<file path="src/logic/csf_consts.svh">
// Overview of operation
// [RULE1] Bits 15 to 9 of the flags word read as zero and ignore writes.
// [RULE2] Half carry is the carry out of bit 3 (byte) or bit 7 (word).
// [RULE3] Bits 7 to 5 hold the low three priority bits; 111 blocks user IRQs.
// [RULE4] Top priority bit comes from core control; set, it blocks user IRQs.
// [RULE5] With nesting off set, software cannot change the priority bits.
// [RULE6] Bit 4 shows a running repeat loop, is read-only and resets to zero.
// [RULE7] Negative is set for a negative result and cleared otherwise.
// [RULE8] Overflow is set on a signed overflow and cleared otherwise.
// [RULE9] Zero is cleared by a non-zero result and otherwise stays set; the code sets it on a zero result unless zero_sticky.
// [RULE10] Carry is set on a carry out of the result's top bit, else cleared.
// [RULE11] All implemented bits reset to zero; loop bit read-only, others R/W.
// [RULE12] Sign and carry positions are bit 7 for bytes and bit 15 for words.
// [RULE13] Only chosen flags change; software writes beat same-cycle updates.
`ifndef CSF_CONSTS_SVH
`define CSF_CONSTS_SVH

// Register offsets
`define CSF_ADDR_FLAGS 4'h0
`define CSF_ADDR_CTRL 4'h1
`define CSF_ADDR_EVT_STAT 4'h2
`define CSF_ADDR_EVT_CLR 4'h3
`define CSF_ADDR_EVT_EN 4'h4

// Flags word fields
`define CSF_BIT_HC 8
`define CSF_BIT_IPL_HI 7
`define CSF_BIT_IPL_LO 5
`define CSF_BIT_LOOP 4
`define CSF_BIT_NEG 3
`define CSF_BIT_OVF 2
`define CSF_BIT_ZERO 1
`define CSF_BIT_CARRY 0
`define CSF_UNIMPL_HI 15
`define CSF_UNIMPL_LO 9
`define CSF_UNIMPL_ZERO 7'h00
`define CSF_FLAGS_RST 16'h0000
`define CSF_IPL_RST 3'h0
`define CSF_IPL_ALL_OFF 3'h7
`define CSF_IPL_TOP_ON 4'h8

// Control word fields
`define CSF_CTRL_IPL_TOP 3
`define CSF_CTRL_NEST_OFF 15

// Event bits
`define CSF_EVT_OVF 0
`define CSF_EVT_LOOP_END 1
`define CSF_EVT_USR_OFF 2
`define CSF_EVT_RST 3'h0

// Arithmetic positions
`define CSF_HC_BYTE 4
`define CSF_MSB_BYTE 7
`define CSF_MSB_WORD 15
`define CSF_BYTE_HI 15
`define CSF_BYTE_LO 8
`define CSF_ZERO_BYTE 8'h00
`define CSF_ZERO_WORD 16'h0000

`endif

</file>
<file path="src/logic/csf_pkg.sv">
package csf_pkg;

	// One bit per arithmetic flag
	typedef struct packed {
		logic hc;
		logic neg;
		logic ovf;
		logic zero;
		logic carry;
	} csf_flag_set_t;

	// Flag-affecting operation from the ALU
	typedef struct packed {
		logic valid;
		logic byte_op;
		logic zero_sticky;
		csf_flag_set_t affect;
		logic carry_in;
		logic [15:0] op_a;
		logic [15:0] op_b;
	} csf_alu_req_t;

	// Register port request
	typedef struct packed {
		logic wr;
		logic rd;
		logic [3:0] addr;
		logic [15:0] wdata;
	} csf_bus_req_t;

	// Repeat loop tracking
	typedef enum logic {
		LOOP_IDLE,
		LOOP_RUN
	} csf_loop_t;

endpackage

</file>
<file path="src/logic/csf_flag_calc.sv">
`timescale 1ns/1ps
`include "csf_consts.svh"

module csf_flag_calc (
	// Operation in
	input wire csf_pkg::csf_alu_req_t req,
	// Flags and result out
	output csf_pkg::csf_flag_set_t flags,
	output logic [15:0] result
);
	import csf_pkg::*;

	// Partial sums for nibble, byte and word
	wire [4:0] sum_nib = 5'(req.op_a[3:0]) + 5'(req.op_b[3:0])
		+ 5'(req.carry_in);
	wire [8:0] sum_byt = 9'(req.op_a[7:0]) + 9'(req.op_b[7:0])
		+ 9'(req.carry_in);
	wire [16:0] sum_wrd = 17'(req.op_a) + 17'(req.op_b)
		+ 17'(req.carry_in);

	// Sign positions by operand width
	wire a_msb = req.byte_op ? req.op_a[`CSF_MSB_BYTE] :
		req.op_a[`CSF_MSB_WORD]; // see [RULE12]
	wire b_msb = req.byte_op ? req.op_b[`CSF_MSB_BYTE] :
		req.op_b[`CSF_MSB_WORD];
	wire r_msb = req.byte_op ? sum_wrd[`CSF_MSB_BYTE] :
		sum_wrd[`CSF_MSB_WORD];

	// Flag values
	assign flags.hc = req.byte_op ? sum_nib[`CSF_HC_BYTE] :
		sum_byt[`CSF_MSB_BYTE + 1]; // see [RULE2]
	assign flags.neg = r_msb; // see [RULE7]
	assign flags.ovf = (a_msb == b_msb) && (r_msb != a_msb); // see [RULE8]
	assign flags.zero = req.byte_op ?
		(sum_wrd[7:0] == `CSF_ZERO_BYTE) :
		(sum_wrd[15:0] == `CSF_ZERO_WORD);
	assign flags.carry = req.byte_op ? sum_byt[`CSF_MSB_BYTE + 1] :
		sum_wrd[`CSF_MSB_WORD + 1]; // see [RULE10]

	// Byte results keep the upper byte of operand A
	assign result = req.byte_op ?
		{req.op_a[`CSF_BYTE_HI:`CSF_BYTE_LO], sum_wrd[7:0]} :
		sum_wrd[15:0];

endmodule

</file>
<file path="src/logic/csf_status_reg.sv">
`timescale 1ns/1ps
`include "csf_consts.svh"

module csf_status_reg #(
	parameter int DATA_W = 16,
	parameter int EVT_W = 3
) (
	// Clock and reset
	input wire logic clk,
	input wire logic rst_b,
	// Register port
	input wire csf_pkg::csf_bus_req_t bus,
	output logic [DATA_W-1:0] rd_data,
	// ALU side
	input wire csf_pkg::csf_alu_req_t alu_req,
	output logic [DATA_W-1:0] alu_result,
	// Loop sequencer
	input wire logic loop_start,
	input wire logic loop_done,
	// Status toward the core
	output logic [DATA_W-1:0] flags_word,
	output logic [3:0] eff_priority,
	output logic user_irq_off,
	// Interrupt
	output logic irq
);
	import csf_pkg::*;

	// Flag state
	logic hc_r, neg_r, ovf_r, zero_r, carry_r;
	logic hc_nxt, neg_nxt, ovf_nxt, zero_nxt, carry_nxt;
	logic [2:0] ipl_r, ipl_nxt;
	csf_loop_t loop_r, loop_nxt;

	// Control state
	logic ipl_top_r, ipl_top_nxt;
	logic nest_off_r, nest_off_nxt;

	// Event state
	logic [EVT_W-1:0] evt_stat_r, evt_stat_nxt;
	logic [EVT_W-1:0] evt_en_r, evt_en_nxt;
	logic [EVT_W-1:0] evt_now, evt_clr;
	logic usr_off_r, usr_off_nxt;

	// Read and result registers
	logic [DATA_W-1:0] rd_data_r, rd_data_nxt;
	logic [DATA_W-1:0] alu_result_r, alu_result_nxt;

	// Flag computation
	csf_flag_set_t calc_flags;
	logic [15:0] calc_res;

	csf_flag_calc u_calc (
		.req(alu_req),
		.flags(calc_flags),
		.result(calc_res)
	);

	// Address decode
	wire hit_flags = bus.addr == `CSF_ADDR_FLAGS;
	wire hit_ctrl = bus.addr == `CSF_ADDR_CTRL;
	wire hit_stat = bus.addr == `CSF_ADDR_EVT_STAT;
	wire hit_clr = bus.addr == `CSF_ADDR_EVT_CLR;
	wire hit_en = bus.addr == `CSF_ADDR_EVT_EN;
	wire wr_flags = bus.wr && hit_flags;
	wire wr_ctrl = bus.wr && hit_ctrl;
	wire wr_clr = bus.wr && hit_clr;
	wire wr_en = bus.wr && hit_en;

	// ALU update qualifiers per flag
	wire upd_hc = alu_req.valid && alu_req.affect.hc;
	wire upd_neg = alu_req.valid && alu_req.affect.neg;
	wire upd_ovf = alu_req.valid && alu_req.affect.ovf;
	wire upd_zero = alu_req.valid && alu_req.affect.zero;
	wire upd_carry = alu_req.valid && alu_req.affect.carry;

	// Zero flag keeps its set state for sticky operations
	wire zero_alu = calc_flags.zero ?
		(alu_req.zero_sticky ? zero_r : 1'b1) : 1'b0; // see [RULE9]

	// Software write first, then ALU update, else hold
	assign hc_nxt = wr_flags ? bus.wdata[`CSF_BIT_HC] :
		upd_hc ? calc_flags.hc : hc_r; // see [RULE2] see [RULE13]
	assign neg_nxt = wr_flags ? bus.wdata[`CSF_BIT_NEG] :
		upd_neg ? calc_flags.neg : neg_r; // see [RULE7]
	assign ovf_nxt = wr_flags ? bus.wdata[`CSF_BIT_OVF] :
		upd_ovf ? calc_flags.ovf : ovf_r; // see [RULE8]
	assign zero_nxt = wr_flags ? bus.wdata[`CSF_BIT_ZERO] :
		upd_zero ? zero_alu : zero_r; // see [RULE9]
	assign carry_nxt = wr_flags ? bus.wdata[`CSF_BIT_CARRY] :
		upd_carry ? calc_flags.carry : carry_r; // see [RULE10]

	// Priority bits locked while nesting is off
	assign ipl_nxt = (wr_flags && !nest_off_r) ?
		bus.wdata[`CSF_BIT_IPL_HI:`CSF_BIT_IPL_LO] : ipl_r; // see [RULE5]

	// Control word fields
	assign ipl_top_nxt = wr_ctrl ? bus.wdata[`CSF_CTRL_IPL_TOP] :
		ipl_top_r;
	assign nest_off_nxt = wr_ctrl ? bus.wdata[`CSF_CTRL_NEST_OFF] :
		nest_off_r;

	// Repeat loop tracking, not reachable by software
	always_comb begin
		loop_nxt = loop_r;
		case (loop_r)
			LOOP_IDLE: begin
				if (loop_start) begin
					loop_nxt = LOOP_RUN; // see [RULE6]
				end
			end
			LOOP_RUN: begin
				if (loop_done) begin
					loop_nxt = LOOP_IDLE;
				end
			end
			default: begin
				loop_nxt = LOOP_IDLE;
			end
		endcase
	end

	// Effective priority and user interrupt block
	assign eff_priority = {ipl_top_r, ipl_r}; // see [RULE4]
	assign user_irq_off = ipl_top_r ||
		(ipl_r == `CSF_IPL_ALL_OFF); // see [RULE3] see [RULE4]
	assign usr_off_nxt = ipl_top_nxt || (ipl_nxt == `CSF_IPL_ALL_OFF);

	// Events: signed overflow, loop end, user interrupts blocked
	assign evt_now[`CSF_EVT_OVF] = upd_ovf && calc_flags.ovf && !wr_flags;
	assign evt_now[`CSF_EVT_LOOP_END] = (loop_r == LOOP_RUN) && loop_done;
	assign evt_now[`CSF_EVT_USR_OFF] = usr_off_nxt && !usr_off_r;

	// Sticky status; a new event wins over a same-cycle clear
	assign evt_clr = wr_clr ? bus.wdata[EVT_W-1:0] : `CSF_EVT_RST;
	assign evt_stat_nxt = (evt_stat_r & ~evt_clr) | evt_now;
	assign evt_en_nxt = wr_en ? bus.wdata[EVT_W-1:0] : evt_en_r;
	assign irq = |(evt_stat_r & evt_en_r);

	// Assembled flags word with unimplemented bits at zero
	assign flags_word = {`CSF_UNIMPL_ZERO, hc_r, ipl_r,
		loop_r == LOOP_RUN, neg_r, ovf_r, zero_r, carry_r}; // see [RULE1]

	// Control word image
	logic [DATA_W-1:0] ctrl_word;
	always_comb begin
		ctrl_word = '0;
		ctrl_word[`CSF_CTRL_IPL_TOP] = ipl_top_r;
		ctrl_word[`CSF_CTRL_NEST_OFF] = nest_off_r;
	end

	// Read selection; unmapped and write-only offsets read zero
	wire [DATA_W-1:0] rd_sel =
		hit_flags ? flags_word :
		hit_ctrl ? ctrl_word :
		hit_stat ? DATA_W'(evt_stat_r) :
		hit_en ? DATA_W'(evt_en_r) : '0;
	assign rd_data_nxt = bus.rd ? rd_sel : '0;
	assign rd_data = rd_data_r;

	// Result capture
	assign alu_result_nxt = alu_req.valid ? calc_res : alu_result_r;
	assign alu_result = alu_result_r;

	// Flag registers
	always_ff @(posedge clk) begin
		if (!rst_b) begin
			hc_r <= 1'b0; // see [RULE11]
			neg_r <= 1'b0;
			ovf_r <= 1'b0;
			zero_r <= 1'b0;
			carry_r <= 1'b0;
			ipl_r <= `CSF_IPL_RST;
			loop_r <= LOOP_IDLE;
		end else begin
			hc_r <= hc_nxt;
			neg_r <= neg_nxt;
			ovf_r <= ovf_nxt;
			zero_r <= zero_nxt;
			carry_r <= carry_nxt;
			ipl_r <= ipl_nxt;
			loop_r <= loop_nxt;
		end
	end

	// Control and event registers
	always_ff @(posedge clk) begin
		if (!rst_b) begin
			ipl_top_r <= 1'b0;
			nest_off_r <= 1'b0;
			usr_off_r <= 1'b0;
			evt_stat_r <= `CSF_EVT_RST;
			evt_en_r <= `CSF_EVT_RST;
		end else begin
			ipl_top_r <= ipl_top_nxt;
			nest_off_r <= nest_off_nxt;
			usr_off_r <= usr_off_nxt;
			evt_stat_r <= evt_stat_nxt;
			evt_en_r <= evt_en_nxt;
		end
	end

	// Read data and result registers
	always_ff @(posedge clk) begin
		if (!rst_b) begin
			rd_data_r <= '0;
			alu_result_r <= '0;
		end else begin
			rd_data_r <= rd_data_nxt;
			alu_result_r <= alu_result_nxt;
		end
	end

	// Upper bits of a flags read are zero even after writing ones
	a_unimpl_read_zero: assert property ( // see [RULE1]
		@(posedge clk) disable iff (!rst_b)
		bus.rd && hit_flags |=>
		rd_data[`CSF_UNIMPL_HI:`CSF_UNIMPL_LO] == `CSF_UNIMPL_ZERO)
		else $error("unimplemented flag bits read nonzero");

	// Half carry follows the operation when software is quiet
	a_half_carry_upd: assert property ( // see [RULE2]
		@(posedge clk) disable iff (!rst_b)
		upd_hc && !wr_flags |=> hc_r == $past(calc_flags.hc))
		else $error("half carry not taken from operation");

	// Priority bits take a permitted write and block at all ones
	a_ipl_write_taken: assert property ( // see [RULE3]
		@(posedge clk) disable iff (!rst_b)
		wr_flags && !nest_off_r && !ipl_top_r &&
		bus.wdata[`CSF_BIT_IPL_HI:`CSF_BIT_IPL_LO] == `CSF_IPL_ALL_OFF
		|=> flags_word[`CSF_BIT_IPL_HI:`CSF_BIT_IPL_LO] ==
		`CSF_IPL_ALL_OFF && user_irq_off)
		else $error("priority write lost or not blocking");

	// Top priority bit lifts level to 8..15 and blocks user IRQs
	a_top_bit_blocks: assert property ( // see [RULE4]
		@(posedge clk) disable iff (!rst_b)
		wr_ctrl && bus.wdata[`CSF_CTRL_IPL_TOP] |=>
		eff_priority >= `CSF_IPL_TOP_ON && user_irq_off)
		else $error("top priority bit not effective");

	// Nesting off freezes the priority bits for two cycles
	a_nest_lock_hold: assert property ( // see [RULE5]
		@(posedge clk) disable iff (!rst_b)
		wr_flags && nest_off_r && !wr_ctrl |=>
		$stable(ipl_r) ##1 (ipl_r == $past(ipl_r, 2) || $past(wr_flags)))
		else $error("priority changed while locked");

	// Loop bit rises the cycle after a loop starts
	a_loop_flag_seq: assert property ( // see [RULE6]
		@(posedge clk) disable iff (!rst_b)
		loop_r == LOOP_IDLE && loop_start |=>
		flags_word[`CSF_BIT_LOOP])
		else $error("loop bit not set on loop start");

	// Software cannot set the loop bit while no loop runs
	a_loop_sw_ro: assert property ( // see [RULE6]
		@(posedge clk) disable iff (!rst_b)
		loop_r == LOOP_IDLE && !loop_start && wr_flags |=>
		!flags_word[`CSF_BIT_LOOP])
		else $error("loop bit written by software");

	// Negative and overflow from the bit 7 sign bit of byte operations
	a_neg_ovf_sign: assert property ( // see [RULE7] see [RULE8] see [RULE12]
		@(posedge clk) disable iff (!rst_b)
		upd_neg && upd_ovf && !wr_flags && alu_req.byte_op |=>
		neg_r == $past(calc_res[`CSF_MSB_BYTE]) &&
		ovf_r == $past(alu_req.op_a[`CSF_MSB_BYTE] ==
		alu_req.op_b[`CSF_MSB_BYTE] && calc_res[`CSF_MSB_BYTE] !=
		alu_req.op_a[`CSF_MSB_BYTE]))
		else $error("sign flags wrong for byte op");

	// Sticky zero operations never set the zero flag
	a_zero_sticky: assert property ( // see [RULE9]
		@(posedge clk) disable iff (!rst_b)
		upd_zero && alu_req.zero_sticky && !zero_r && !wr_flags |=>
		!zero_r)
		else $error("sticky zero op set zero flag");

	// Word carry from the 17th sum bit
	a_carry_word: assert property ( // see [RULE10]
		@(posedge clk) disable iff (!rst_b)
		upd_carry && !alu_req.byte_op && !wr_flags |=>
		carry_r == $past(17'(alu_req.op_a) + 17'(alu_req.op_b)
		+ 17'(alu_req.carry_in) > 17'h0ffff))
		else $error("carry wrong for word op");

	// Reset clears the whole word
	a_reset_clear: assert property ( // see [RULE11]
		@(posedge clk)
		!rst_b |=> flags_word == `CSF_FLAGS_RST)
		else $error("flags word not cleared by reset");

	// Software write beats a concurrent ALU update
	a_sw_write_wins: assert property ( // see [RULE13]
		@(posedge clk) disable iff (!rst_b)
		wr_flags && alu_req.valid |=>
		carry_r == $past(bus.wdata[`CSF_BIT_CARRY]) &&
		hc_r == $past(bus.wdata[`CSF_BIT_HC]))
		else $error("ALU update overrode software write");

	// An untouched carry flag holds over an operation
	a_flag_unaffected: assert property ( // see [RULE13]
		@(posedge clk) disable iff (!rst_b)
		alu_req.valid && !alu_req.affect.carry && !wr_flags |=>
		$stable(carry_r))
		else $error("unaffected carry changed");

endmodule

</file>
<file path="config.mk">
export PLATFORM = sky130hd
export DESIGN_NAME = csf_status_reg
export DESIGN_NICKNAME = d
export VERILOG_FILES = /design/src/logic/csf_pkg.sv /design/src/logic/csf_flag_calc.sv /design/src/logic/csf_status_reg.sv
export VERILOG_INCLUDE_DIRS = /design/src /design/src/logic
export SDC_FILE = /design/constraint.sdc
export NUM_CORES = 1
export LEC_CHECK = 0
export BUFFER_PORTS_ARGS = -buffer_cell sky130_fd_sc_hd__clkbuf_2
export CORE_AREA = 2 2 110 69
export DETAILED_ROUTE_END_ITERATION = 12
export DIE_AREA = 0 0 112 71
export MAX_ROUTING_LAYER = met4
export PLACE_DENSITY = 0.86
export REMOVE_ABC_BUFFERS = 1
export SLEW_MARGIN = 20
export SYNTH_ARGS = -nofsm -noshare
export SYNTH_HDL_FRONTEND = slang
export SYNTH_SLANG_ARGS = --single-unit
</file>
<file path="constraint.sdc">
create_clock -name clk -period 4.2 [get_ports clk]
set_input_delay 0.42 -clock clk [delete_from_list [all_inputs] [get_ports clk]]
set_output_delay 0.42 -clock clk [all_outputs]
set_load 0.05 [all_outputs]
</file>
# Yosys cells after proc, flatten, opt, wreduce, memory -nomap -nowiden
# Cells that the tools add are included.
# Widths: inputs -> output; s select.
[totals] reg_bits=50 latchBits=0 ramBits=0 mem_bits_ro=0 inputBits=67 memories=0
[op_classes] n_addsub=6 multipliers=0 n_div=0 order_cmp=0 n_eq_ne=9 n_shift=0 mux=29 n_bitwise=7 n_reduce_logical=33
[op_table] cell="$mux 16" n=2
[op_table] cell="$mux 1" n=21
[op_table] cell="$add 16x16->17" n=1
[op_table] cell="$add 17x1->17" n=1
[op_table] cell="$logic_not 16->1" n=1
[op_table] cell="$logic_and 1x1->1" n=15
[op_table] cell="$mux 3" n=4
[op_table] cell="$reduce_bool 2->1" n=5
[op_table] cell="$add 8x8->9" n=1
[op_table] cell="$add 9x1->9" n=1
[op_table] cell="$mux 9" n=1
[op_table] cell="$eq 4x2->1 const B" n=2
[op_table] cell="$logic_not 8->1" n=1
[op_table] cell="$and 3x3->3" n=2
[op_table] cell="$eq 3x3->1 const B" n=2
[op_table] cell="$reduce_or 3->1" n=2
[op_table] cell="$add 4x4->5" n=1
[op_table] cell="$add 5x1->5" n=1
[op_table] cell="$reduce_or 5->1" n=1
[op_table] cell="$eq 4x1->1 const B" n=1
[op_table] cell="$eq 4x3->1 const B" n=1
[op_table] cell="$logic_not 4->1" n=1
[op_table] cell="$reduce_and 2->1" n=2
[op_table] cell="$logic_not 1->1" n=3
[op_table] cell="other kinds (8)" n=11

# Logic depth before layout (Yosys ltp)
# Gate-level depths: netlist of the first run.
[depth] word_depth=8 ltp_mapped=11 ltp_nobuf=11

# Cells and area by module
# Synthesis of the first run repeated with hierarchy kept, for this count alone.
[unflattened] cells_unflattened=374 area_unflattened_um2=3088.0
[modules_own_cells] module="csf_status_reg" instances=1 cells_per_inst=215 area_per_inst_um2=1993.2
[modules_own_cells] module="csf_flag_calc" instances=1 cells_per_inst=159 area_per_inst_um2=1094.8

# Least setup slack after synthesis of the first run
# OpenSTA, ideal clock, no wires.
[synth_path] kind="input to register" from="in alu_req[0] in the netlist's numbering" to="reg zero_r" setup_time_ns=0.092 arrival_ns=2.689 slack_ns=1.418 stages=11 path_buffers=0 cell_sequence="fa_1 inv_1 fa_1 nor2b_4 o2111ai_2 o2111ai_1 a2111o_1 a32oi_1 a41o_1 a31oi_1 o32ai_1"
[synth_between] elab_chain_len=7 word_cells_on_any_way=10
[synth_rtl] element="start: declaration" line_no="csf_status_reg.sv:15" source="input wire csf_pkg::csf_alu_req_t alu_req,"
[synth_rtl] element="$add 16x16->17 *" line_no="csf_flag_calc.sv:18" source="wire [16:0] sum_wrd = 17'(req.op_a) + 17'(req.op_b)"
[synth_rtl] element="$add 17x1->17 *" line_no="csf_flag_calc.sv:19" source="+ 17'(req.carry_in);"
[synth_rtl] element="$logic_not 16->1 (no line) or $logic_not 8->1 (tied branches)"
[synth_rtl] element="$mux 1 *" line_no="csf_flag_calc.sv:34" source="assign flags.zero = req.byte_op ?"
[synth_rtl] element="$mux 1" line_no="csf_status_reg.sv:78" source="wire zero_alu = calc_flags.zero ?"
[synth_rtl] element="$mux 1" line_no="csf_status_reg.sv:89" source="upd_zero ? zero_alu : zero_r;"
[synth_rtl] element="$mux 1" line_no="csf_status_reg.sv:88" source="assign zero_nxt = wr_flags ? bus.wdata[`CSF_BIT_ZERO] :"
[synth_rtl] element="end signal: assignment" line_no="csf_status_reg.sv:179" source="zero_r <= zero_nxt;"
[synth_rtl] element="end: declaration" line_no="csf_status_reg.sv:30" source="logic hc_r, neg_r, ovf_r, zero_r, carry_r;"
# Every way passes the cells marked *; elsewhere a longest branch is shown, timed or not. The select of a mux whose other input is x is not followed.
# A chain may end at the register's enable or synchronous reset.

# Final worst setup path of the first run
# Same ends and word-level chain as after synthesis.

==> results of run 1 <==
==> worst reg2reg max path, delay by kind of cell, from the launching register on <==
family / cells / cell delay [ns]
flip-flops: 1 / 0.43
AO/OA/AOI/OAI: 3 / 0.53
AND/OR/NAND/NOR: 2 / 0.26
==> path summary, 6_finish.rpt <==
| path | from | endpoint | slack, ns | cells after the start |
|---|---|---|---|---|
| max reg2reg | nest_off_r | evt_stat_r[2] | 2.87 | 5 |
| min reg2reg | alu_result[11] | alu_result[11] | 0.49 | 2 |
| max | alu_req[0] | zero_r | 1.28 | 12 |
| min | loop_start | loop_r | 0.37 | 3 |
==> state kept, by name, summed over array words and instances, names as in the netlist, 3 cells and up <==
register    cells
rd_data        10
alu_result     16
evt_stat_r      3
ipl_r           3
evt_en_r        3
==> per-stage QoR <==
stage	std cells	utilization, %
finish	548	51.9
global route	548	51.9
CTS	548	51.9
detailed placement	540	49.6
global placement	540	49.6
floorplan	349	-
==> kinds of logic after synthesis <==
group                      share of synthesized area, %
and+or+nand+nor                                    20.4
AOI/OAI and AO/OA                                  23.7
buffers and inverters                              9.91
DFF                                                28.7
muxes                                              7.22
adders and majority gates                          7.43
xor gates and xnor gates                           2.57
other                                             0.122
==> cells in the final DEF (no fill, tap or decap), drive strengths merged, types with 5 or more instances in the layout <==
cell type,n
nor2,48
dfxtp,44
xnor2,6
nor3,5
o211ai,6
a21o,7
ha,15
a21oi,23
and2,9
mux2i,21
inv,16
nand2,31
a31oi,8
conb,13
nand3,12
o21ai,21
clkbuf,105
==> cell type report <==
type / instances / area (um2)
clock buffer: 5 / 125
timing repair buffer: 100 / 500
multi-input combinational: 289 / 1930
fill: 690 / 3380
sequential: 44 / 881
clock inverter: 3 / 42.5
inverter: 16 / 60.1
tap: 91 / 114
==> power by group <==
group | leakage, nW | internal [mW] | switching, mW
registers | 0.359 | 0.439 | 0.0146
logic | 1.27 | 0.136 | 0.278
clock network | 0.0798 | 0.279 | 0.163
total | 1.71 | 0.855 | 0.455
==> routing by layer <==
layer | vias up | GRT usage, % | routed length (um)
li1 | 1477 | - | -
met1 | 1354 | 31.6 | 4140
met2 | 113 | 32.1 | 3500
met3 | 9 | 5.31 | 696
met4 | 0 | 4.20 | 79
met5 | - | - | 0
==> results.md, run 1 <==
- Synth warnings: 0
- Die H: 71 um
- Post-CTS Resized: 0
- CTS Sinks: 44
- CP Max Fanout: 3
- Layout cell share with drive strength beyond 1: 28.0%
- Initial Util: 43.6%
- Worst-Margin Slew: 0.646 ns
- First drt pass iteration count: 4
- Number of buffers inserted by hold repair at cts: 0
- Clk slew on worst S/H paths: 0.06 ns
- Post-place setup slack: 1.00 ns
- #FFs+latches synth: 44
- TNS Setup: 0 ns
- 1st-iter DRT viols: 176
- GRT Util Overall: 22.1%
- Routed vias: 2953
- Diode count: 0
- Largest net degree at the start of global routing: 31
- Highest clock rate: 0.343 GHz
- Core footprint: 7030 um2
- Syn Inst Count: 376
- Period utilization: 69.4%
- Initial antenna violation count: 0
- Crit path buf inv count: 2
- GRT overflow: 0
- Crit path time final: 2.92 ns
- Synth Cell Area: 3070 um2
- Post-synth EDFFs: 0
- Clk root buf: clkbuf_16
- Worst vdd ir: 0.192 mV
- Worst EP arrival: 3.11 ns
- Yosys top cell area share: 28.7%
- Number of max-cap violations: 0
- Routed Antenna Nets: 0
- Final setup viols: 0
- H-Tree Level Count: 2
- Yosys cell types: 71
- Seq/Total Area, Yosys: 28.7%
- Die Wd: 112 um
- Vias in the first global route: 2815
- PwrDens: 359 nW/um2
- Crit path max-delay cell type: a2111o_1
- Layout Skew: 0.00778 ns
- Hold Fails Final Rpt: 0
- PnR worst setup slack: 1.28 ns
- Status: complete, no violations
- DIE AREA: 7950 um2
- Hold WS: 0.371 ns
- Relative slew margins: 56.9%
- PortBufs: 100
- Worst setup SP type: input pin
- Post-DP HPWL: 6.79 mm
- Critical Path Max Stage Delay: 0.50 ns
- Ys flop type: dfxtp_1
- Worst-path cell chain: clkbuf_2 > fa_1 > inv_1 > fa_1 > nor2b_4 > o2111ai_2 > o2111ai_1 > a2111o_1 > a32oi_1 > a41o_1 > a31oi_1 > o32ai_1
- Most frequent cell after synthesis: nor2_1
- CTS Buffer Depth: 2
- Placed Area: 3480 um2
- RSZ-0062 raised after global routing: false
- I/O pins: 121
- Layout area overhead: 19.0%
- Via/cell ratio: 5.39
- Worst skew pair latency: 0.29 ns
- Leakage Power: 1.71 nW
- Site row count: 24
- Final Power: 1.31 mW
- Synth cell count leaders: nor2_1 (47), dfxtp_1 (44), nand2_1 (31), buf_4 (23)
- Largest area contributor in the netlist: dfxtp_1
- Post-layout nets: 540
- Top cell by count, worst path: fa_1
- Main area contributors after synthesis: dfxtp_1 (29%), mux2i_1 (6.9%), ha_1 (6.1%)
- Mean post-synth cell area: 8.16 um2
- Final count of pins violating max slew: 0
- DR DRC count: 0
- Hold Path Class: input pin to flip-flop
- Critical Path Sink Type: flip-flop
- CP top delay family: compound AO/OA/AOI/OAI gates
- Detailed Route WL: 8.41 mm
- Total CTS buffers: 5
- Data required, critical path: 4.40 ns
- WL per Instance: 15.4 um
- Critical path class: input pin to flip-flop
- First-pass GRT wire length: 13.7 mm
- Ys async rst share: 0%
- RD Place Congestion: 0.893
- Final instance area: 3650 um2
- CTS tree: yes
- Setup Buffers After CTS: 0
Note: power is estimated with default switching activity, not from simulation.
==> run 2, diff against run 1 <==
==> constraint.sdc (replaced) <==
create_clock -name clk -period 2.8 [get_ports clk]
set_input_delay 0.28 -clock clk [delete_from_list [all_inputs] [get_ports clk]]
set_output_delay 0.28 -clock clk [all_outputs]
set_load 0.05 [all_outputs]
==> run 2 against run 1 <==
Cell area is 2.6% higher. Setup slack worse by 1.0 ns. Cell count up 2.2%. Clock skew fell by 0.0037 ns. Highest routed layer unchanged. Clock power increased by 48%. Core utilization is 1.4 points higher. Combinational power rose by 59%. Largest cell class unchanged. Total power increased by 52%. Largest power group unchanged. Global-route usage barely moved. Count of clock-buffer cells in the layout up 1. Critical path depth did not move.
==> results.md, run 2 (synthesized netlist as in run 1, its figures left out) <==
- Final core utilization: 53.3% (+1.4 points)
- Die Wd: 112 um (unchanged)
- Core footprint: 7030 um2 (unchanged)
- Setup Buffers After CTS: 0 (unchanged)
- Routed Antenna Nets: 0 (unchanged)
- Clk slew on worst S/H paths: 0.06 ns (about the same)
- Number of buffers inserted by hold repair at cts: 0 (unchanged)
- Layout area overhead: 22.1%
- Post-CTS Resized: 0 (unchanged)
- H-Tree Level Count: 2 (unchanged)
- PortBufs: 100 (unchanged)
- Clk root buf: clkbuf_16
- Hold Fails Final Rpt: 0 (unchanged)
- Leakage Power: 1.77 nW (+3.4%)
- Final setup viols: 0 (unchanged)
- CP Max Fanout: 3 (unchanged)
- WL per Instance: 15.4 um (+0.25%)
- Detailed Route WL: 8.62 mm (+2.4%)
- Status: complete, no violations
- Vias in the first global route: 2874 (+2.1%)
- Commonest non-fill, non-tap cell in the layout: clkbuf_2
- PwrDens: 532 nW/um2 (+48%)
- Worst vdd ir: 0.328 mV (+71%)
- RSZ-0062 raised after global routing: false
- Routed vias: 2993 (+1.4%)
- First drt pass iteration count: 4 (unchanged)
- Critical path class: input pin to flip-flop
- Highest clock rate: 0.390 GHz
- Total CTS buffers: 5 (unchanged)
- Site row count: 24 (unchanged)
- Worst-Margin Slew: 0.657 ns (+0.0109 ns)
- DIE AREA: 7950 um2 (unchanged)
- Start point of the critical path: alu_req[0]
- Data required, critical path: 2.99 ns (-1.41 ns)
- RD Place Congestion: 0.934 (+4.6%)
- Via/cell ratio: 5.34 (-0.82%)
- GRT Util Overall: 22.1% (about the same)
- CTS Buffer Depth: 2 (unchanged)
- Final count of pins violating max slew: 0 (unchanged)
- Largest net degree at the start of global routing: 31 (unchanged)
- DR DRC count: 0 (unchanged)
- Worst r2r src: nest_off_r
- 1st-iter DRT viols: 192 (+9.1%)
- Final Power: 1.99 mW (+52%)
- HP Start: bus[5]
- Die H: 71 um (unchanged)
- Layout cell share with drive strength beyond 1: 30.1% (+2.1 points)
- Crit path time final: 2.56 ns
- Initial antenna violation count: 0 (unchanged)
- Worst EP arrival: 2.75 ns (-0.36 ns)
- Max FFs per register: 16 (unchanged)
- Period utilization: 91.6%
- Critical Path Sink Type: flip-flop
- GRT overflow: 0 (unchanged)
- Flop2flop setup slack: 1.53 ns (-1.34 ns)
- Most frequent cells in the layout: clkbuf_2 (100), nor2_1 (47), dfxtp_1 (44)
- CTS Sinks: 44 (unchanged)
- I/O pins: 121 (unchanged)
- Initial Util: 43.6% (unchanged)
- Post-DP HPWL: 7.00 mm (+3.1%)
- Hold Path Class: input pin to flip-flop
- Number of max-cap violations: 0 (unchanged)
- Diode count: 0 (unchanged)
- CTS tree: yes
- First-pass GRT wire length: 13.8 mm (+1.2%)
- Worst setup SP type: input pin
- Relative slew margins: 56.2% (-0.73 points)
- Layout Skew: 0.00403 ns (-0.00375 ns)
- Worst skew pair latency: 0.28 ns (about the same)
- Post-layout nets: 552 (+2.2%)
[run 2: cell types whose count changed in the layout (fill, tap and decap cells not counted)]
cell	change
o2111ai_1	-1
fa_2	+1
o2111ai_2	+1
buf_4	+12
clkinvlp_4	-1
fa_1	-1
clkbuf_1	+1
[run 2: power breakdown]
part	switching, mW	internal (mW)	total (mW)
Combinational	0.429	0.228	0.657
Clock	0.232	0.419	0.652
Sequential	0.0224	0.659	0.681
Total	0.684	1.31	1.99
[run 2: final cells by class]
class / count / area [um2]
clock inverter: 2 / 35.0
fill: 681 / 3280
sequential: 44 / 881
tap: 91 / 114
inverter: 16 / 60.1
clock buffer: 6 / 129
multi-input combinational: 289 / 1940
timing repair buffer: 112 / 591
[run 2: per-stage QoR]
stage          setup WS (ns)  instance area [um2]  cells  setup TNS [ns]  hold slack, ns
2_1_floorplan          0.158                 2870    349               0           0.369
3_3_place_gp         -0.0472                 3570    552         -0.0472           0.447
3_5_place_dp          -0.100                 3570    552          -0.100           0.462
4_1_cts                0.163                 3740    560               0           0.227
5_1_grt              0.00923                 3740    560               0           0.257
6_report               0.236                 3740    560               0           0.232
[run 2: path summary, 6_finish.rpt]
kind,end,cells past startpoint
setup / recovery,zero_r,12
setup reg to reg,evt_stat_r[2],4
hold / removal,ipl_r[0],3
hold reg to reg,evt_stat_r[2],2
[run 2: critical path, stage by stage]
cell and delay, ns:
clkbuf_2 0.09, fa_1 0.44, inv_1 0.09, fa_2 0.23, nor2b_4 0.05, o21a_1 0.17
nor2_2 0.12, xnor2_1 0.10, or4_1 0.54, nor4_4 0.26, a31oi_1 0.12, o32ai_1 0.24
[run 2: routing by layer]
layer | track usage, % | share of wire [%] | vias to the layer above
li1 | - | - | 1497
met1 | 31.4 | 50 | 1385
met2 | 33.0 | 42 | 107
met3 | 5.66 | 7.9 | 4
met4 | 2.30 | 0.34 | 0
met5 | - | 0 | -
